===== src/hw/cdcs_pkg.sv =====
/*
  Constants and types of the conversion sequencer.
  Assumes a 32-bit APB register bus and a 200 MHz pclk.
*/
package cdcs_pkg;
  ////////////////////////////////////////////////////////////////////////////
  // Register byte offsets
  localparam logic [7:0] CTRL_OFF = 8'h00;
  localparam logic [7:0] CYC_OFF = 8'h04;
  localparam logic [7:0] SEQ_OFF = 8'h08;
  localparam logic [7:0] PERIOD_OFF = 8'h0C;
  localparam logic [7:0] CMD_OFF = 8'h10;
  localparam logic [7:0] STATUS_OFF = 8'h14;
  localparam logic [7:0] RESULT_OFF = 8'h18;
  ////////////////////////////////////////////////////////////////////////////
  // Control field positions
  localparam int CTRL_TRIG_LSB = 0;
  localparam int CTRL_PRE_BIT = 2;
  localparam int CTRL_FLOAT_BIT = 3;
  localparam int CTRL_ICOMP_BIT = 4;
  localparam int CTRL_ECOMP_BIT = 5;
  localparam int CTRL_PEN_LSB = 6;
  localparam int CTRL_PAIRS_LSB = 11;
  // Cycle, sequence and command field positions
  localparam int CYC_FULL_LSB = 8;
  localparam int CYC_DIS_LSB = 16;
  localparam int SEQ_DUMMY_LSB = 8;
  localparam int SEQ_AVG_LSB = 16;
  localparam int CMD_START_BIT = 0;
  // Status field positions
  localparam int ST_BUSY_BIT = 0;
  localparam int ST_CAPACT_BIT = 1;
  localparam int ST_COLL_BIT = 5;
  localparam int ST_SHORT_BIT = 6;
  localparam int ST_PERR_LSB = 8;
  localparam int ST_STATE_LSB = 16;
  ////////////////////////////////////////////////////////////////////////////
  // Reset values
  localparam logic [31:0] CTRL_RST = 32'h0000_0854;
  localparam logic [31:0] CYC_RST = 32'h0100_0810;
  localparam logic [31:0] SEQ_RST = 32'h0001_0110;
  localparam logic [31:0] PERIOD_RST = 32'h0000_0000;
  ////////////////////////////////////////////////////////////////////////////
  // Geometry of a sequence
  localparam int N_PORTS = 6;
  localparam logic [3:0] SLOT_CINT = 4'h9;
  localparam logic [3:0] SLOT_END = 4'hA;
  localparam logic [3:0] SLOT_GND_LAST = 4'h5;
  ////////////////////////////////////////////////////////////////////////////
  // Trigger sources, in selector code order 0..3
  typedef enum logic [1:0] {TRIG_CONT, TRIG_READ, TRIG_TIMER, TRIG_HOST}
    cdcs_trig_t;
endpackage


===== src/hw/cdcs_cyc_if.sv =====
/*
  Request and answer between the sequencer and its cycle engine.
  Assumes both ends run on the same pclk.
*/
interface cdcs_cyc_if;
  logic start;
  logic [cdcs_pkg::N_PORTS-1:0] port_mask;
  logic precharge_en;
  logic [7:0] pre_len;
  logic [7:0] full_len;
  logic [15:0] dis_len;
  logic done;
  logic short_err;
  logic [15:0] dis_time;
  // Sequencer side
  modport seq (output start, output port_mask, output precharge_en,
    output pre_len, output full_len, output dis_len,
    input done, input short_err, input dis_time);
  // Engine side
  modport eng (input start, input port_mask, input precharge_en,
    input pre_len, input full_len, input dis_len,
    output done, output short_err, output dis_time);
endinterface


===== src/hw/cdcs_cycle_engine.sv =====
/*
  One charge and discharge cycle on a set of ports.
  Assumes cmp_above is synchronous, high above the trigger level,
  and that a start only comes while idle.
*/
module cdcs_cycle_engine (
  input wire logic pclk,
  input wire logic presetn,
  cdcs_cyc_if.eng cyc,
  input wire logic cmp_above,
  output logic [cdcs_pkg::N_PORTS-1:0] precharge_sw,
  output logic [cdcs_pkg::N_PORTS-1:0] fullcharge_sw,
  output logic [cdcs_pkg::N_PORTS-1:0] discharge_sw,
  output logic [cdcs_pkg::N_PORTS-1:0] ground_sw
);
  typedef enum logic [1:0] {E_IDLE, E_PRE, E_FULL, E_DIS} cdcs_eng_t;
  localparam logic [cdcs_pkg::N_PORTS-1:0] ALL_GND = '1;

  cdcs_eng_t state_r;
  logic [15:0] cnt_r;
  logic [15:0] meas_r;
  logic [cdcs_pkg::N_PORTS-1:0] mask_r;
  logic hit_r;
  logic done_r;
  logic short_r;
  logic [15:0] time_r;
  wire cnt_end = (cnt_r <= 16'h0001);
  wire hit_now = hit_r | ~cmp_above;

  ////////////////////////////////////////////////////////////////////////////
  // Precharge, full charge, discharge, ground
  always_ff @(posedge pclk or negedge presetn) begin
    if (!presetn) begin
      state_r <= E_IDLE;
      cnt_r <= 16'h0000;
      meas_r <= 16'h0000;
      mask_r <= '0;
      hit_r <= 1'b0;
      done_r <= 1'b0;
      short_r <= 1'b0;
      time_r <= 16'h0000;
      precharge_sw <= '0;
      fullcharge_sw <= '0;
      discharge_sw <= '0;
      ground_sw <= ALL_GND;
    end else begin
      done_r <= 1'b0;
      case (state_r)
        E_IDLE: begin
          if (cyc.start) begin
            mask_r <= cyc.port_mask;
            ground_sw <= ~cyc.port_mask;
            short_r <= 1'b0;
            if (cyc.precharge_en) begin
              state_r <= E_PRE;
              cnt_r <= {8'h00, cyc.pre_len};
              precharge_sw <= cyc.port_mask;
            end else begin
              state_r <= E_FULL;
              cnt_r <= {8'h00, cyc.full_len};
              fullcharge_sw <= cyc.port_mask;
            end
          end
        end
        E_PRE: begin
          if (!cnt_end) begin
            cnt_r <= cnt_r - 16'h0001;
          end else if (cmp_above) begin
            state_r <= E_FULL;
            cnt_r <= {8'h00, cyc.full_len};
            precharge_sw <= '0;
            fullcharge_sw <= mask_r;
          end else begin
            state_r <= E_IDLE;
            precharge_sw <= '0;
            ground_sw <= ALL_GND;
            done_r <= 1'b1;
            short_r <= 1'b1;
          end
        end
        E_FULL: begin
          if (!cnt_end) begin
            cnt_r <= cnt_r - 16'h0001;
          end else begin
            state_r <= E_DIS;
            cnt_r <= cyc.dis_len;
            fullcharge_sw <= '0;
            discharge_sw <= mask_r;
            meas_r <= 16'h0000;
            hit_r <= 1'b0;
          end
        end
        E_DIS: begin
          // Time of first trigger crossing
          if (!hit_r) begin
            meas_r <= meas_r + 16'h0001;
          end
          if (!hit_r && !cmp_above) begin
            hit_r <= 1'b1;
            time_r <= meas_r;
          end
          if (!cnt_end) begin
            cnt_r <= cnt_r - 16'h0001;
          end else begin
            state_r <= E_IDLE;
            discharge_sw <= '0;
            ground_sw <= ALL_GND;
            done_r <= 1'b1;
            short_r <= ~hit_now;
          end
        end
        default: begin
          state_r <= E_IDLE;
        end
      endcase
    end
  end

  assign cyc.done = done_r;
  assign cyc.short_err = short_r;
  assign cyc.dis_time = time_r;
endmodule


===== src/hw/cdcs_sequencer.sv =====
/*
  Conversion sequencer: cycles into sequences and conversions,
  hand-over to resistance unit and DSP, trigger select, APB
  registers.
  Assumes synchronous inputs; resistance_done and dsp_done are
  one-cycle pulses.
*/
module cdcs_sequencer #(
  parameter int PERIOD_W = 24
) (
  input wire logic pclk,
  input wire logic presetn,
  input wire logic psel,
  input wire logic penable,
  input wire logic pwrite,
  input wire logic [7:0] paddr,
  input wire logic [31:0] pwdata,
  output logic [31:0] prdata,
  output logic pready,
  output logic pslverr,
  input wire logic cmp_above,
  input wire logic trigger_pin,
  input wire logic host_read_done,
  input wire logic resistance_done,
  input wire logic dsp_done,
  output logic [cdcs_pkg::N_PORTS-1:0] precharge_sw,
  output logic [cdcs_pkg::N_PORTS-1:0] fullcharge_sw,
  output logic [cdcs_pkg::N_PORTS-1:0] discharge_sw,
  output logic [cdcs_pkg::N_PORTS-1:0] ground_sw,
  output logic eoc_dsp,
  output logic eoc_resistance,
  output logic collision_reset,
  output logic conv_active,
  output logic interrupt_out_n
);
  typedef enum logic [2:0] {
    S_IDLE, S_SLOT, S_CYC, S_GAP, S_EOC, S_RES, S_DSP
  } cdcs_state_t;

  if (PERIOD_W < 1 || PERIOD_W > 32) begin : g_bad_width
    $error("PERIOD_W must lie between 1 and 32");
  end

  ////////////////////////////////////////////////////////////////////////////
  // Slot decode: ports measured in a slot
  function automatic logic [cdcs_pkg::N_PORTS:0] slot_decode(
    input logic [3:0] slot,
    input logic floating,
    input logic icomp,
    input logic ecomp,
    input logic [4:0] pen,
    input logic [1:0] pairs
  );
    logic [3:0] pair;
    logic [3:0] part;
    logic [cdcs_pkg::N_PORTS-1:0] pa;
    logic [cdcs_pkg::N_PORTS-1:0] pb;
    pair = slot / 4'h3;
    part = slot - pair * 4'h3;
    pa = '0;
    pb = '0;
    slot_decode = '0;
    if (slot == cdcs_pkg::SLOT_CINT) begin
      slot_decode = {icomp, 6'h00};
    end else if (!floating) begin
      if (slot <= cdcs_pkg::SLOT_GND_LAST) begin
        pa[slot[2:0]] = 1'b1;
        // Reference port always measured first
        slot_decode = {(slot == 4'h0) | pen[slot[2:0] - 3'h1], pa};
      end
    end else if (pair <= {2'b00, pairs}) begin
      pa[{pair[1:0], 1'b0}] = 1'b1;
      pb[{pair[1:0], 1'b1}] = 1'b1;
      case (part)
        4'h0: slot_decode = {ecomp, pa};
        4'h1: slot_decode = {ecomp, pb};
        default: slot_decode = {1'b1, pa | pb};
      endcase
    end
  endfunction

  ////////////////////////////////////////////////////////////////////////////
  // Registers and state
  logic [31:0] ctrl_r;
  logic [31:0] cyc_r;
  logic [31:0] seq_r;
  logic [PERIOD_W-1:0] period_r;
  logic [PERIOD_W-1:0] tmr_r;
  logic coll_r;
  logic short_r;
  logic [cdcs_pkg::N_PORTS-1:0] perr_r;
  logic [15:0] result_r;
  cdcs_state_t state_r;
  logic [3:0] slot_r;
  logic [8:0] seq_cnt_r;
  logic [7:0] gap_r;
  logic armed_r;
  logic pin_d_r;
  logic start_r;
  logic [cdcs_pkg::N_PORTS-1:0] mask_r;

  cdcs_cyc_if cyc ();

  ////////////////////////////////////////////////////////////////////////////
  // Configuration fields
  wire cdcs_pkg::cdcs_trig_t trig_sel =
    cdcs_pkg::cdcs_trig_t'(ctrl_r[cdcs_pkg::CTRL_TRIG_LSB +: 2]);
  wire pre_en = ctrl_r[cdcs_pkg::CTRL_PRE_BIT];
  wire floating = ctrl_r[cdcs_pkg::CTRL_FLOAT_BIT];
  wire icomp = ctrl_r[cdcs_pkg::CTRL_ICOMP_BIT];
  wire ecomp = ctrl_r[cdcs_pkg::CTRL_ECOMP_BIT];
  wire [4:0] pen = ctrl_r[cdcs_pkg::CTRL_PEN_LSB +: 5];
  wire [1:0] pairs = ctrl_r[cdcs_pkg::CTRL_PAIRS_LSB +: 2];
  wire [7:0] gap_len = seq_r[7:0];
  wire [8:0] seq_total = {1'b0, seq_r[cdcs_pkg::SEQ_DUMMY_LSB +: 8]} +
    {1'b0, seq_r[cdcs_pkg::SEQ_AVG_LSB +: 8]};
  wire [cdcs_pkg::N_PORTS:0] slot_info =
    slot_decode(slot_r, floating, icomp, ecomp, pen, pairs);

  ////////////////////////////////////////////////////////////////////////////
  // APB decode
  wire apb_setup = psel & ~penable;
  wire apb_done = psel & penable & pready;
  wire apb_wr = apb_done & pwrite;
  wire hit_ctrl = (paddr == cdcs_pkg::CTRL_OFF);
  wire hit_cyc = (paddr == cdcs_pkg::CYC_OFF);
  wire hit_seq = (paddr == cdcs_pkg::SEQ_OFF);
  wire hit_period = (paddr == cdcs_pkg::PERIOD_OFF);
  wire hit_cmd = (paddr == cdcs_pkg::CMD_OFF);
  wire hit_status = (paddr == cdcs_pkg::STATUS_OFF);
  wire hit_result = (paddr == cdcs_pkg::RESULT_OFF);
  wire hit_any = hit_ctrl | hit_cyc | hit_seq | hit_period | hit_cmd |
    hit_status | hit_result;
  wire st_clr = apb_wr & hit_status;

  // Status word as software sees it
  wire [31:0] status_word = (32'h0000_0001 << cdcs_pkg::ST_BUSY_BIT) &
      {32{state_r != S_IDLE}}
    | (32'h0000_0001 << cdcs_pkg::ST_CAPACT_BIT) & {32{conv_active}}
    | (32'h0000_0001 << cdcs_pkg::ST_COLL_BIT) & {32{coll_r}}
    | (32'h0000_0001 << cdcs_pkg::ST_SHORT_BIT) & {32{short_r}}
    | {18'h00000, perr_r, 8'h00}
    | {13'h0000, 3'(state_r), 16'h0000};

  // Read data selection
  wire [31:0] rd_mux = hit_ctrl ? ctrl_r
    : hit_cyc ? cyc_r
    : hit_seq ? seq_r
    : hit_period ? 32'(period_r)
    : hit_status ? status_word
    : hit_result ? {16'h0000, result_r}
    : 32'h0000_0000;

  ////////////////////////////////////////////////////////////////////////////
  // Trigger sources
  wire cmd_start = apb_wr & hit_cmd & pwdata[cdcs_pkg::CMD_START_BIT];
  wire pin_rise = trigger_pin & ~pin_d_r;
  wire period_zero = (period_r == '0);
  wire timer_on = (trig_sel == cdcs_pkg::TRIG_TIMER) & ~period_zero;
  wire timer_fire = timer_on & (tmr_r == '0);
  wire read_start = cmd_start | (armed_r & host_read_done);
  wire trig_any = (trig_sel == cdcs_pkg::TRIG_CONT) & (state_r == S_IDLE)
    | (trig_sel == cdcs_pkg::TRIG_READ) & period_zero & read_start
    | timer_fire
    | (trig_sel == cdcs_pkg::TRIG_HOST) & (cmd_start | pin_rise);
  wire go = trig_any & (state_r == S_IDLE);
  wire collide = trig_any & (state_r == S_DSP);
  wire seq_last = (seq_cnt_r + 9'h001 >= seq_total);
  wire gap_end = (gap_r <= 8'h01);

  ////////////////////////////////////////////////////////////////////////////
  // APB slave: no wait state, registered answer
  always_ff @(posedge pclk or negedge presetn) begin
    if (!presetn) begin
      pready <= 1'b0;
      pslverr <= 1'b0;
      prdata <= 32'h0000_0000;
    end else begin
      pready <= apb_setup;
      pslverr <= apb_setup & ~hit_any;
      prdata <= (apb_setup & ~pwrite) ? rd_mux : 32'h0000_0000;
    end
  end

  // Software-written configuration
  always_ff @(posedge pclk or negedge presetn) begin
    if (!presetn) begin
      ctrl_r <= cdcs_pkg::CTRL_RST;
      cyc_r <= cdcs_pkg::CYC_RST;
      seq_r <= cdcs_pkg::SEQ_RST;
      period_r <= PERIOD_W'(cdcs_pkg::PERIOD_RST);
    end else if (apb_wr) begin
      if (hit_ctrl) ctrl_r <= pwdata;
      if (hit_cyc) cyc_r <= pwdata;
      if (hit_seq) seq_r <= pwdata;
      if (hit_period) period_r <= pwdata[PERIOD_W-1:0];
    end
  end

  // Sticky flags, set wins over clear
  always_ff @(posedge pclk or negedge presetn) begin
    if (!presetn) begin
      coll_r <= 1'b0;
      short_r <= 1'b0;
      perr_r <= '0;
    end else begin
      coll_r <= collide | (coll_r & ~(st_clr &
        pwdata[cdcs_pkg::ST_COLL_BIT]));
      short_r <= (cyc.done & cyc.short_err) | (short_r & ~(st_clr &
        pwdata[cdcs_pkg::ST_SHORT_BIT]));
      perr_r <= (mask_r & {cdcs_pkg::N_PORTS{cyc.done & cyc.short_err}})
        | (perr_r & ~({cdcs_pkg::N_PORTS{st_clr}} &
        pwdata[cdcs_pkg::ST_PERR_LSB +: cdcs_pkg::N_PORTS]));
    end
  end

  ////////////////////////////////////////////////////////////////////////////
  // Conversion timer, reloaded on each expiry
  always_ff @(posedge pclk or negedge presetn) begin
    if (!presetn) begin
      tmr_r <= '0;
    end else if (!timer_on || timer_fire) begin
      tmr_r <= period_r - PERIOD_W'(1);
    end else begin
      tmr_r <= tmr_r - PERIOD_W'(1);
    end
  end

  // Trigger pin edge and read-mode arming
  always_ff @(posedge pclk or negedge presetn) begin
    if (!presetn) begin
      pin_d_r <= 1'b0;
      armed_r <= 1'b0;
    end else begin
      pin_d_r <= trigger_pin;
      if (trig_sel != cdcs_pkg::TRIG_READ) begin
        armed_r <= 1'b0;
      end else if (cmd_start) begin
        armed_r <= 1'b1;
      end
    end
  end

  ////////////////////////////////////////////////////////////////////////////
  // Conversion state machine
  always_ff @(posedge pclk or negedge presetn) begin
    if (!presetn) begin
      state_r <= S_IDLE;
      slot_r <= 4'h0;
      seq_cnt_r <= 9'h000;
      gap_r <= 8'h00;
      start_r <= 1'b0;
      mask_r <= '0;
      result_r <= 16'h0000;
      eoc_dsp <= 1'b0;
      eoc_resistance <= 1'b0;
      collision_reset <= 1'b0;
      conv_active <= 1'b0;
      interrupt_out_n <= 1'b1;
    end else begin
      start_r <= 1'b0;
      eoc_dsp <= 1'b0;
      eoc_resistance <= 1'b0;
      collision_reset <= collide;
      case (state_r)
        S_IDLE: begin
          if (go) begin
            state_r <= S_SLOT;
            slot_r <= 4'h0;
            seq_cnt_r <= 9'h000;
            conv_active <= 1'b1;
            interrupt_out_n <= 1'b1;
          end
        end
        S_SLOT: begin
          if (slot_r == cdcs_pkg::SLOT_END) begin
            slot_r <= 4'h0;
            seq_cnt_r <= seq_cnt_r + 9'h001;
            if (seq_last) begin
              state_r <= S_EOC;
            end else begin
              state_r <= S_GAP;
              gap_r <= gap_len;
            end
          end else if (slot_info[cdcs_pkg::N_PORTS]) begin
            state_r <= S_CYC;
            start_r <= 1'b1;
            mask_r <= slot_info[cdcs_pkg::N_PORTS-1:0];
          end else begin
            slot_r <= slot_r + 4'h1;
          end
        end
        S_CYC: begin
          if (cyc.done) begin
            state_r <= S_SLOT;
            slot_r <= slot_r + 4'h1;
            result_r <= cyc.dis_time;
          end
        end
        S_GAP: begin
          if (gap_end) begin
            state_r <= S_SLOT;
          end else begin
            gap_r <= gap_r - 8'h01;
          end
        end
        S_EOC: begin
          state_r <= S_RES;
          conv_active <= 1'b0;
          eoc_dsp <= 1'b1;
          eoc_resistance <= 1'b1;
        end
        S_RES: begin
          if (resistance_done) begin
            state_r <= S_DSP;
          end
        end
        S_DSP: begin
          if (collide) begin
            state_r <= S_IDLE;
          end else if (dsp_done) begin
            state_r <= S_IDLE;
            if (trig_sel == cdcs_pkg::TRIG_READ) begin
              interrupt_out_n <= 1'b0;
            end
          end
        end
        default: begin
          state_r <= S_IDLE;
        end
      endcase
    end
  end

  ////////////////////////////////////////////////////////////////////////////
  // Cycle engine request
  assign cyc.start = start_r;
  assign cyc.port_mask = mask_r;
  assign cyc.precharge_en = pre_en;
  assign cyc.pre_len = cyc_r[7:0];
  assign cyc.full_len = cyc_r[cdcs_pkg::CYC_FULL_LSB +: 8];
  assign cyc.dis_len = cyc_r[cdcs_pkg::CYC_DIS_LSB +: 16];

  cdcs_cycle_engine u_engine (
    .pclk(pclk),
    .presetn(presetn),
    .cyc(cyc),
    .cmp_above(cmp_above),
    .precharge_sw(precharge_sw),
    .fullcharge_sw(fullcharge_sw),
    .discharge_sw(discharge_sw),
    .ground_sw(ground_sw)
  );
endmodule


===== config.mk =====
export PLATFORM = sky130hd
export DESIGN_NAME = cdcs_sequencer
export DESIGN_NICKNAME = d
export VERILOG_FILES = /design/src/hw/cdcs_pkg.sv /design/src/hw/cdcs_cyc_if.sv /design/src/hw/cdcs_cycle_engine.sv /design/src/hw/cdcs_sequencer.sv
export SDC_FILE = /design/constraint.sdc
export NUM_CORES = 1
export LEC_CHECK = 0
export ABC_CLOCK_PERIOD_IN_PS = 3700
export BUFFER_PORTS_ARGS = -buffer_cell sky130_fd_sc_hd__clkbuf_2
export CAP_MARGIN = 30
export CORE_UTILIZATION = 45
export CTS_CLUSTER_DIAMETER = 30
export CTS_CLUSTER_SIZE = 14
export DETAILED_ROUTE_END_ITERATION = 16
export PLACE_DENSITY_LB_ADDON = 0.12
export SLEW_MARGIN = 5
export SYNTH_ARGS = -nofsm -noshare
export SYNTH_HDL_FRONTEND = slang
export SYNTH_SLANG_ARGS = --single-unit

===== constraint.sdc =====
create_clock -name pclk -period 3.7 [get_ports pclk]
set_input_delay 1.11 -clock pclk [delete_from_list [all_inputs] [get_ports pclk]]
set_output_delay 1.11 -clock pclk [all_outputs]
set_load 0.1 [all_outputs]

==> key figures, run 1 <==
Outcome
  – Status: completed

Routing
  – Drt wl/cell: 21.32 um
  – Vias per cell: 5.777
  – DR iter-0 viols: 993
  – Drt drc: 0
  – Via Count: 13,200
  – Final wirelength: 48.70 mm
  – Antenna viol nets, final: 0
  – Drt first pass iters: 6

Floorplanning
  – Initial Util: 46.08%
  – Ports: 113
  – Die W: 193.6 um
  – Die ar.: 37,460 um^2
  – Die height: 193.6 um
  – Core Area: 35,830 um^2
  – Cell Rows: 69

Worst setup path
  – Worst Setup Path Type: flip-flop to flip-flop
  – WP data arrival: 4.13 ns
  – CP Max Fanout: 7
  – Worst path required time: 4.17 ns
  – Internal reg-to-reg setup slack: 0.04 ns
  – Startpoint Class: flip-flop
  – Worst setup EP type: flip-flop

Run
  – Max Cap Viol: 0

Synth
  – Commonest cells post-synth: dfrtp_1 (305), mux2_2 (161), nor2_1 (109)
  – Area leader, netlist: dfrtp_1
  – Seq cells post-synth: 322
  – Synth warnings: 0
  – Post-synthesis cell area: 16,510 um^2
  – Post-synth top area share: 46.23%
  – Post-Synthesis Cells: 1,542
  – Synth Net Count: 1,640
  – Most frequent cell after synthesis: dfrtp_1
  – Largest cells by area after synthesis: dfrtp_1 (46%), mux2_2 (11%), ha_1 (3.4%), mux2i_1 (2.8%), dfstp_2 (2.7%)
  – Number of distinct library cells after synthesis: 80
  – Register area share after synthesis: 48.93%
  – Post-Syn Area per Cell: 10.71 um^2
  – Asr flop ratio synth: 100.0%
  – Main flop type after synthesis: dfrtp_1
  – Post-synth EDFFs: 0

Cells and area
  – Layout fillers: 2,948
  – Final core utilization: 59.84%
  – Post-route cell area: 21,440 um^2
  – Layout cells sized above 1: 32.88%
  – Nets: 1,854
  – Area delta synth->final: 29.84%

Power
  – Leakage power total: 10.09 nW
  – IR drop worst, VDD: 396.9 uV
  – Power per Cell Area: 628.7 nW/um^2

Global route
  – Initial antenna violation count: 1
  – GRT Total Usage: 26.16%
  – Pin count of the biggest net entering global routing: 86
  – Congestion Overflow GR: 0
  – M1 GR Usage: 35.38%
  – Global-route met2 utilization: 42.10%
  – First-pass GRT wire length: 76.29 mm
  – Grt peak-use layer: met2
  – Number of global-route vias before repair: 13,190
  – GRT met3 Usage: 4.899%

Clock network
  – CTS Buffer Depth: 3
  – Worst-Skew Late Latency: 0.59 ns
  – # hold bufs at CTS: 0
  – CTS tree: yes
  – CTS sink cnt: 322
  – Clock root buffer: clkbuf_16
  – Num CTS Buffers: 80
  – Clock-pin slew on the worst setup and hold paths: 0.04 ns
  – H-Tree Depth: 3

Timing
  – Worst Tran Pin Value: 0.8755 ns
  – Final worst clock skew: 0.02371 ns
  – Hold WS: 0.4558 ns
  – Max-slew violation count: 0
  – Fin. Hold Viols: 0
  – Finish-stage setup viols: 0
  – Setup WS post-layout: 0.03723 ns
  – Final Cycle Share: 98.99%
  – Fmax: 273.0 MHz
  – RSZ-0062 raised after global routing: yes
  – Final setup TNS: 0 ns
  – Rel. slew slack: 41.63%
  – Final Critical Period: 3.663 ns

Placement
  – Post-DP Area: 18,150 um^2
  – IO Port Bufs: 112
  – RD Place Congestion: 0.8919
  – Pre-CTS setup slack: -0.1675 ns
  – HPWL after detailed placement: 34.49 mm

Worst hold path
  – Hold/Removal Path Class: input pin to asynchronous set/reset pin
## registers in the layout (all words and copies together), names as in the netlist, 2 cells and up
register / cells
ctrl_r: 32
cyc_r: 32
prdata: 32
seq_r: 32
period_r: 24
tmr_r: 24
result_r: 16
u_engine.cnt_r: 16
u_engine.cyc.dis_time: 16
u_engine.meas_r: 16
seq_cnt_r: 9
gap_r: 8
cyc.port_mask: 6
perr_r: 6
u_engine.discharge_sw: 6
u_engine.fullcharge_sw: 6
u_engine.ground_sw: 6
u_engine.mask_r: 6
u_engine.precharge_sw: 6
slot_r: 4
state_r: 3
u_engine.state_r: 2
## where the power goes
| group | leakage [nW] | switching (mW) | internal (mW) |
|---|---|---|---|
| clock | 1.44 | 2.22 | 5.47 |
| sequential | 4.26 | 0.126 | 3.62 |
| combinational | 4.40 | 1.18 | 0.866 |
## cell usage in the layout, fill, tap and decap left out, types with 10 or more instances in the layout
cell type and n:
ha_1 36, clkbuf_2 111, clkbuf_8 10, and3_1 17
inv_1 41, nor3_1 29, dfrtp_1 305, or3_1 22
buf_4 88, a21oi_1 70, a31oi_1 25, o31ai_1 15
xnor2_1 33, clkbuf_16 81, a22o_1 15, nand3_1 28
mux2i_1 46, nand2_1 103, nor2_1 105, a21o_1 13
xor2_1 14, dfstp_2 17, mux2_2 161, inv_6 10
a222oi_1 12, nor4_1 18, bufinv_16 18, nand2b_1 24
a22oi_1 34, nor2b_1 22, o21ai_0 74
## cells by family after synthesis
family / after synthesis / synth area share, %
mux: 208 / 13.91
compound gates: 357 / 14.55
xor+xnor: 49 / 2.599
simple gates: 434 / 13.22
fa+ha+maj: 48 / 3.774
flops: 322 / 48.93
buf+inv: 124 / 3.016
## per-stage QoR
step	cells	power [mW]
floorplan	1542	4.798
global placement	2126	5.423
detailed placement	2127	5.466
CTS	2280	13.29
global route	2283	13.99
finish	2284	13.48
## path summary, 6_finish.rpt
check | to | cells after the start | start
worst max-delay path | gap_r[0] | 16 | seq_r[8]
worst max register to register | gap_r[0] | 16 | seq_r[8]
max in group asynchronous | u_engine.ground_sw[5] | 2 | presetn
worst min register to register | coll_r | 1 | coll_r
min in group pclk | coll_r | 1 | coll_r
worst min-delay path | seq_cnt_r[8] | 1 | presetn
## critical path: stages, from the launching register on
cell	delay, ns
dfstp_2	0.38
ha_4	0.16
fa_2	0.34
a21o_1	0.18
a21oi_2	0.14
nor2b_1	0.06
o21a_1	0.18
or3_1	0.32
nand2_2	0.10
ha_4	0.20
and3_4	0.19
a2111oi_4	0.29
o21ai_2	0.12
a2111oi_4	0.43
buf_6	0.18
nor2_2	0.08
a2bb2oi_1	0.19
## per-layer routing
metal,routed length (um),part of all wire [%],vias up
met5,0,0,-
met3,2422,5.0,91
met4,1299,2.7,0
met1,21830,45,6618
li1,-,-,6104
met2,23150,48,382
## final cells by class
cell class	count	area, um^2	share of cell area [%]
diodes	1	2.502	0.01167
flip-flops and latches	322	8079	37.69
inverters	44	165.2	0.7704
clock buffers	98	2191	10.22
clock inverters	50	785.8	3.665
multi-input cells	1097	8245	38.46
repair buffers	211	1393	6.496
well taps	461	576.8	2.691
## what timing repair did
| action | 4_1_cts | 5_1_grt |
|---|---|---|
| pin swaps | 9 | 16 |
| cloned | 2 | 0 |
| resized for setup | 11 | 46 |
| endpoints found under the setup margin | 15 | 23 |
| setup buffers | 3 | 3 |
Power figures use the tool's default switching activity.
==> inputs of run 2 (changes only) <==
--- a/config.mk
+++ b/config.mk
@@ -8,7 +8,7 @@
 export ABC_CLOCK_PERIOD_IN_PS = 3700
 export BUFFER_PORTS_ARGS = -buffer_cell sky130_fd_sc_hd__clkbuf_2
 export CAP_MARGIN = 30
-export CORE_UTILIZATION = 45
+export CORE_UTILIZATION = 55
 export CTS_CLUSTER_DIAMETER = 30
 export CTS_CLUSTER_SIZE = 14
 export DETAILED_ROUTE_END_ITERATION = 16
==> run 2 against run 1 <==
  * Clock-buffer cell count fell by 7
  * Maximum frequency about the same
  * Non-clock buffer count rose by 4
  * Critical endpoint is now slot_r[0]
  * Largest power group unchanged
  * Highest routed layer unchanged
==> key figures, run 2 (same netlist as run 1, synthesis figures left out) <==
Clock network
  – H-Tree Depth: 3
  – CTS Buffer Depth: 3
  – # hold bufs at CTS: 0
  – CTS sink cnt: 322
  – Num CTS Buffers: 72
  – Worst-Skew Late Latency: 0.57 ns
  – Clock-pin slew on the worst setup and hold paths: 0.05 ns
  – Clock root buffer: clkbuf_16
  – CTS tree: yes

Worst setup path
  – CP max-delay cell: o41a_1
  – Worst setup EP type: flip-flop
  – CP Max Fanout: 7
  – Startpoint Class: flip-flop
  – Crit path max-delay family: compound AO/OA/AOI/OAI gates
  – Worst Setup Path Type: flip-flop to flip-flop
  – Worst path most repeated cell: ha_4
  – WP data arrival: 4.10 ns
  – CP bufs+invs: 2
  – Crit-path cells: nor2b_4 > ha_4 > inv_2 > ha_4 > a21boi_4 > o41a_1 > ha_4 > inv_2 > ha_4 > nor2_4 > fa_2 > xor2_2 > nand3b_1 > o211a_1 > o21ai_4 > nand2_2 > mux2_2
  – Peak per-stage delay on the critical path: 0.46 ns
  – Worst path required time: 4.14 ns
  – Internal reg-to-reg setup slack: 0.04 ns

Power
  – Total power: 12.67 mW
  – IR drop worst, VDD: 483.6 uV
  – Power per Cell Area: 599.2 nW/um^2
  – Leakage power total: 9.954 nW

Cells and area
  – Seq. cell area: 8080 um^2
  – Commonest cells after routing, fill and taps aside: dfrtp_1 (304), mux2_2 (161), clkbuf_2 (111)
  – Layout cells sized above 1: 33.04%
  – Layout fillers: 2,119
  – Area of the multi-input gates: 8303 um^2
  – Most common cell after layout, fill and taps aside: dfrtp_1
  – Post-route cell area: 21,140 um^2
  – Area delta synth->final: 28.06%
  – Nets: 1,849
  – Antenna cells: 0
  – Final core utilization: 71.53%

Floorplanning
  – Die W: 175.3 um
  – Initial Util: 55.86%
  – Core Area: 29,560 um^2
  – Ports: 113
  – Die height: 175.3 um
  – Die ar.: 30,720 um^2
  – Cell Rows: 63

Global route
  – Global-route met2 utilization: 50.86%
  – Grt peak-use layer: met2
  – Initial antenna violation count: 0
  – M1 GR Usage: 41.94%
  – GRT Total Usage: 31.46%
  – Pin count of the biggest net entering global routing: 78
  – Congestion Overflow GR: 0
  – Number of global-route vias before repair: 13,410
  – GRT met3 Usage: 5.866%
  – First-pass GRT wire length: 74.83 mm

Timing
  – Finish-stage setup viols: 0
  – Final Critical Period: 3.662 ns
  – RSZ-0062 raised after global routing: yes
  – Setup WS post-layout: 0.03820 ns
  – Max-slew violation count: 0
  – Final Cycle Share: 98.97%
  – Worst Tran Pin Value: 0.8203 ns
  – Final setup TNS: 0 ns
  – Final worst clock skew: 0.02530 ns
  – Fin. Hold Viols: 0
  – Fmax: 273.1 MHz
  – Rel. slew slack: 45.32%

Routing
  – Drt wl/cell: 21.76 um
  – Drt drc: 0
  – DR iter-0 viols: 1,063
  – Antenna viol nets, final: 0
  – Drt first pass iters: 8
  – Final wirelength: 47.87 mm
  – Vias per cell: 6.098
  – Via Count: 13,420

Outcome
  – Status: completed

Placement
  – HPWL after detailed placement: 33.85 mm
  – IO Port Bufs: 112
  – Post-DP Area: 18,130 um^2
  – RD Place Congestion: 0.9150
  – Pre-CTS setup slack: -0.1899 ns

Run
  – Max Cap Viol: 0

Worst hold path
  – Hold/Removal Path Class: flip-flop to flip-flop
run 2: stage by stage:
| step | cells | hold WS (ns) |
|---|---|---|
| after detailed placement | 2057 | 0.4722 |
| after floorplan | 1542 | 0.4152 |
| after CTS | 2196 | 0.4794 |
| final | 2200 | 0.4835 |
| after global placement | 2056 | 0.4583 |
| after global routing | 2200 | 0.5110 |
run 2: area by class of cell:
class                           instances  share of cell area [%]
Clock buffer                           91                   9.486
Clock inverter                         42                   2.953
Inverter                               44                  0.7811
Multi-Input combinational cell       1096                   39.27
Sequential cell                       322                   38.22
Tap cell                              390                   2.308
Timing Repair Buffer                  215                   6.989
run 2: metal layers:
layer | vias to the layer above | wire, um
li1 | 6085 | -
met1 | 6716 | 20290
met2 | 517 | 22950
met3 | 97 | 3028
met4 | 0 | 1604
met5 | - | 0
run 2: worst paths after layout:
check	to	start	depth (start not counted)
max	slot_r[0]	slot_r[3]	17
min	coll_r	coll_r	1
max reg2reg	slot_r[0]	slot_r[3]	17
min reg2reg	coll_r	coll_r	1
max in group asynchronous	cyc_r[24]	presetn	2
min in group asynchronous	seq_cnt_r[7]	presetn	1
run 2: what timing repair did:
item	CTS	global route
pin swaps	14	29
setup endpoints to repair	16	24
cloned	1	0
resized for setup	15	60
setup buffers	5	4
run 2: report_power, final:
group | internal, mW | switching, mW | total (mW)
clock network | 4.71 | 2.11 | 6.82
registers | 3.62 | 0.107 | 3.72
logic | 0.878 | 1.25 | 2.13
total | 9.20 | 3.47 | 12.7
==> inputs of run 3 (changes only) <==
--- a/config.mk
+++ b/config.mk
@@ -6,7 +6,7 @@
 export NUM_CORES = 1
 export LEC_CHECK = 0
 export ABC_CLOCK_PERIOD_IN_PS = 3700
-export BUFFER_PORTS_ARGS = -buffer_cell sky130_fd_sc_hd__clkbuf_2
+export BUFFER_PORTS_ARGS = -buffer_cell sky130_fd_sc_hd__buf_2
 export CAP_MARGIN = 30
 export CORE_UTILIZATION = 55
 export CTS_CLUSTER_DIAMETER = 30
==> run 3 against run 2 <==
  * The run now ends with negative setup slack left
  * Hold slack worse by 0.0084 ns
  * Register-to-register slack worse by 0.11 ns
  * Via count up 0.30%
  * Die area unchanged
  * Wire length down 0.52%
  * Non-clock buffer count up 2
  * Global-route usage up 0.21 points
  * Critical path type unchanged
  * Largest cell class unchanged
  * Largest power group unchanged
==> key figures, run 3 (same netlist as run 1, synthesis figures left out) <==
Cells and area
  – Most common cell after layout, fill and taps aside: dfrtp_1
  – Layout fillers: 2,179
  – Post-route cell area: 20,920 um^2
  – Post-route insts no fill: 2,203
  – Nets: 1,853
  – Area of the multi-input gates: 8220 um^2
  – Seq. cell area: 8080 um^2
  – Commonest cells after routing, fill and taps aside: dfrtp_1 (304), mux2_2 (161), buf_2 (111)
  – Area delta synth->final: 26.69%
  – Layout cells sized above 1: 32.56%

Placement
  – Post-DP Area: 18,130 um^2
  – RD Place Congestion: 0.9054
  – DP Cell Count: 2,058
  – HPWL after detailed placement: 33.65 mm
  – IO Port Bufs: 112

Worst setup path
  – Crit-path cells: nor2b_4 > ha_4 > inv_2 > ha_4 > inv_2 > o41a_1 > ha_1 > inv_1 > ha_2 > nor2_4 > fa_2 > nand3b_1 > o211a_1 > o21ai_4 > buf_12 > clkinvlp_4 > o21ai_2
  – CP bufs+invs: 5
  – Crit path max-delay family: adder cells
  – Worst Setup Path Type: flip-flop to flip-flop
  – CP Max Fanout: 7
  – Worst path required time: 4.18 ns
  – Startpoint Class: flip-flop
  – WP data arrival: 4.24 ns
  – Worst setup EP type: flip-flop
  – CP max-delay cell: fa_2
  – Peak per-stage delay on the critical path: 0.53 ns

Clock network
  – CTS sink cnt: 322
  – H-Tree Depth: 3
  – Worst-Skew Late Latency: 0.58 ns
  – CTS Buffer Depth: 3
  – # hold bufs at CTS: 0
  – Clock-pin slew on the worst setup and hold paths: 0.05 ns
  – CTS tree: yes
  – Clock root buffer: clkbuf_16
  – Num CTS Buffers: 74

Floorplanning
  – Core Area: 29,560 um^2
  – Cell Rows: 63
  – Initial Util: 55.86%
  – Die ar.: 30,720 um^2
  – Die height: 175.3 um
  – Ports: 113
  – Die W: 175.3 um

Timing
  – Worst Tran Pin Value: 0.9445 ns
  – Final worst clock skew: 0.04091 ns
  – Max-slew violation count: 0
  – RSZ-0062 raised after global routing: yes
  – Setup WS post-layout: -0.06814 ns
  – Finish-stage setup viols: 10
  – Final Cycle Share: 101.8%
  – Final Critical Period: 3.768 ns
  – Rel. slew slack: 36.74%
  – Fin. Hold Viols: 0
  – Fmax: 265.4 MHz

Outcome
  – Status: finished with violations
  – Failing checks: negative setup slack

Global route
  – First-pass GRT wire length: 75.29 mm
  – Congestion Overflow GR: 0
  – Initial antenna violation count: 1
  – GRT Total Usage: 31.66%
  – Pin count of the biggest net entering global routing: 82
  – Number of global-route vias before repair: 13,360

Routing
  – Drt wl/cell: 21.62 um
  – Final wirelength: 47.62 mm
  – Antenna viol nets, final: 0
  – Vias per cell: 6.108
  – Drt drc: 0
  – Via Count: 13,460
  – DR iter-0 viols: 1,044
  – Drt first pass iters: 6

Power
  – IR drop worst, VDD: 425.7 uV
  – Leakage power total: 9.916 nW
  – Power per Cell Area: 573.2 nW/um^2

Worst hold path
  – Hold/Removal Path Class: flip-flop to flip-flop

Run
  – Max Cap Viol: 0
run 3: cell types whose count changed in the layout (fill, tap and decap cells not counted), sizes merged:
cell / before / now
buf: 104 / 217
bufinv: 12 / 5
clkbuf: 202 / 97
clkinv: 14 / 19
diode: 0 / 1
inv: 50 / 46
run 3: power by group:
group          switching (mW)  internal [mW]
Clock                    2.04           4.31
Combinational            1.14          0.764
Sequential              0.106           3.62
run 3: per-stage QoR:
| stage | setup slack (ns) | TNS [ns] | hold WS, ns | total power [mW] | util [%] |
|---|---|---|---|---|---|
| detailed placement | -0.1132 | -0.9580 | 0.4658 | 5.442 | 61.34 |
| global placement | -0.05810 | -0.2445 | 0.4580 | 5.399 | 61.25 |
| CTS | -0.008233 | -0.01119 | 0.4765 | 11.90 | 70.04 |
| global route | -0.2543 | -3.419 | 0.5018 | 12.44 | 70.76 |
| floorplan | -0.02287 | -0.02287 | 0.4152 | 4.798 | - |
| finish | -0.06814 | -0.4721 | 0.4751 | 11.99 | 70.76 |
run 3: cell type report:
cell class / instances / share of cell area, %
clock inverter: 36 / 1.800
timing repair buffer: 217 / 7.124
antenna: 1 / 0.01196
inverter: 44 / 0.8075
multi-input combinational: 1096 / 39.30
sequential: 322 / 38.63
clock buffer: 97 / 9.995
tap: 390 / 2.333
run 3: metal layers:
layer | share of wire, % | routed length (um) | global-route usage, % | up-vias
li1 | - | - | - | 6068
met1 | 42 | 19790 | 42.04 | 6755
met2 | 48 | 22960 | 51.75 | 505
met3 | 6.1 | 2921 | 4.567 | 127
met4 | 4.1 | 1955 | 14.13 | 0
met5 | 0 | 0 | 0 | -
run 3: timing repair:
action / 4_1_cts / 5_1_grt
gates cloned: 1 / 0
resized for setup: 16 / 44
pin swaps: 13 / 12
buffers inserted: 5 / 5
setup endpoints to repair: 16 / 24
run 3: worst paths after layout:
path,start,end,slack (ns),cells past startpoint
hold reg to reg,short_r,short_r,0.48,1
max in group asynchronous,presetn,ctrl_r[2],2.33,2
setup reg to reg,slot_r[2],cyc.port_mask[3],-0.07,17
setup / recovery,slot_r[2],cyc.port_mask[3],-0.07,17
min in group asynchronous,presetn,period_r[6],0.58,1
hold / removal,short_r,short_r,0.48,1
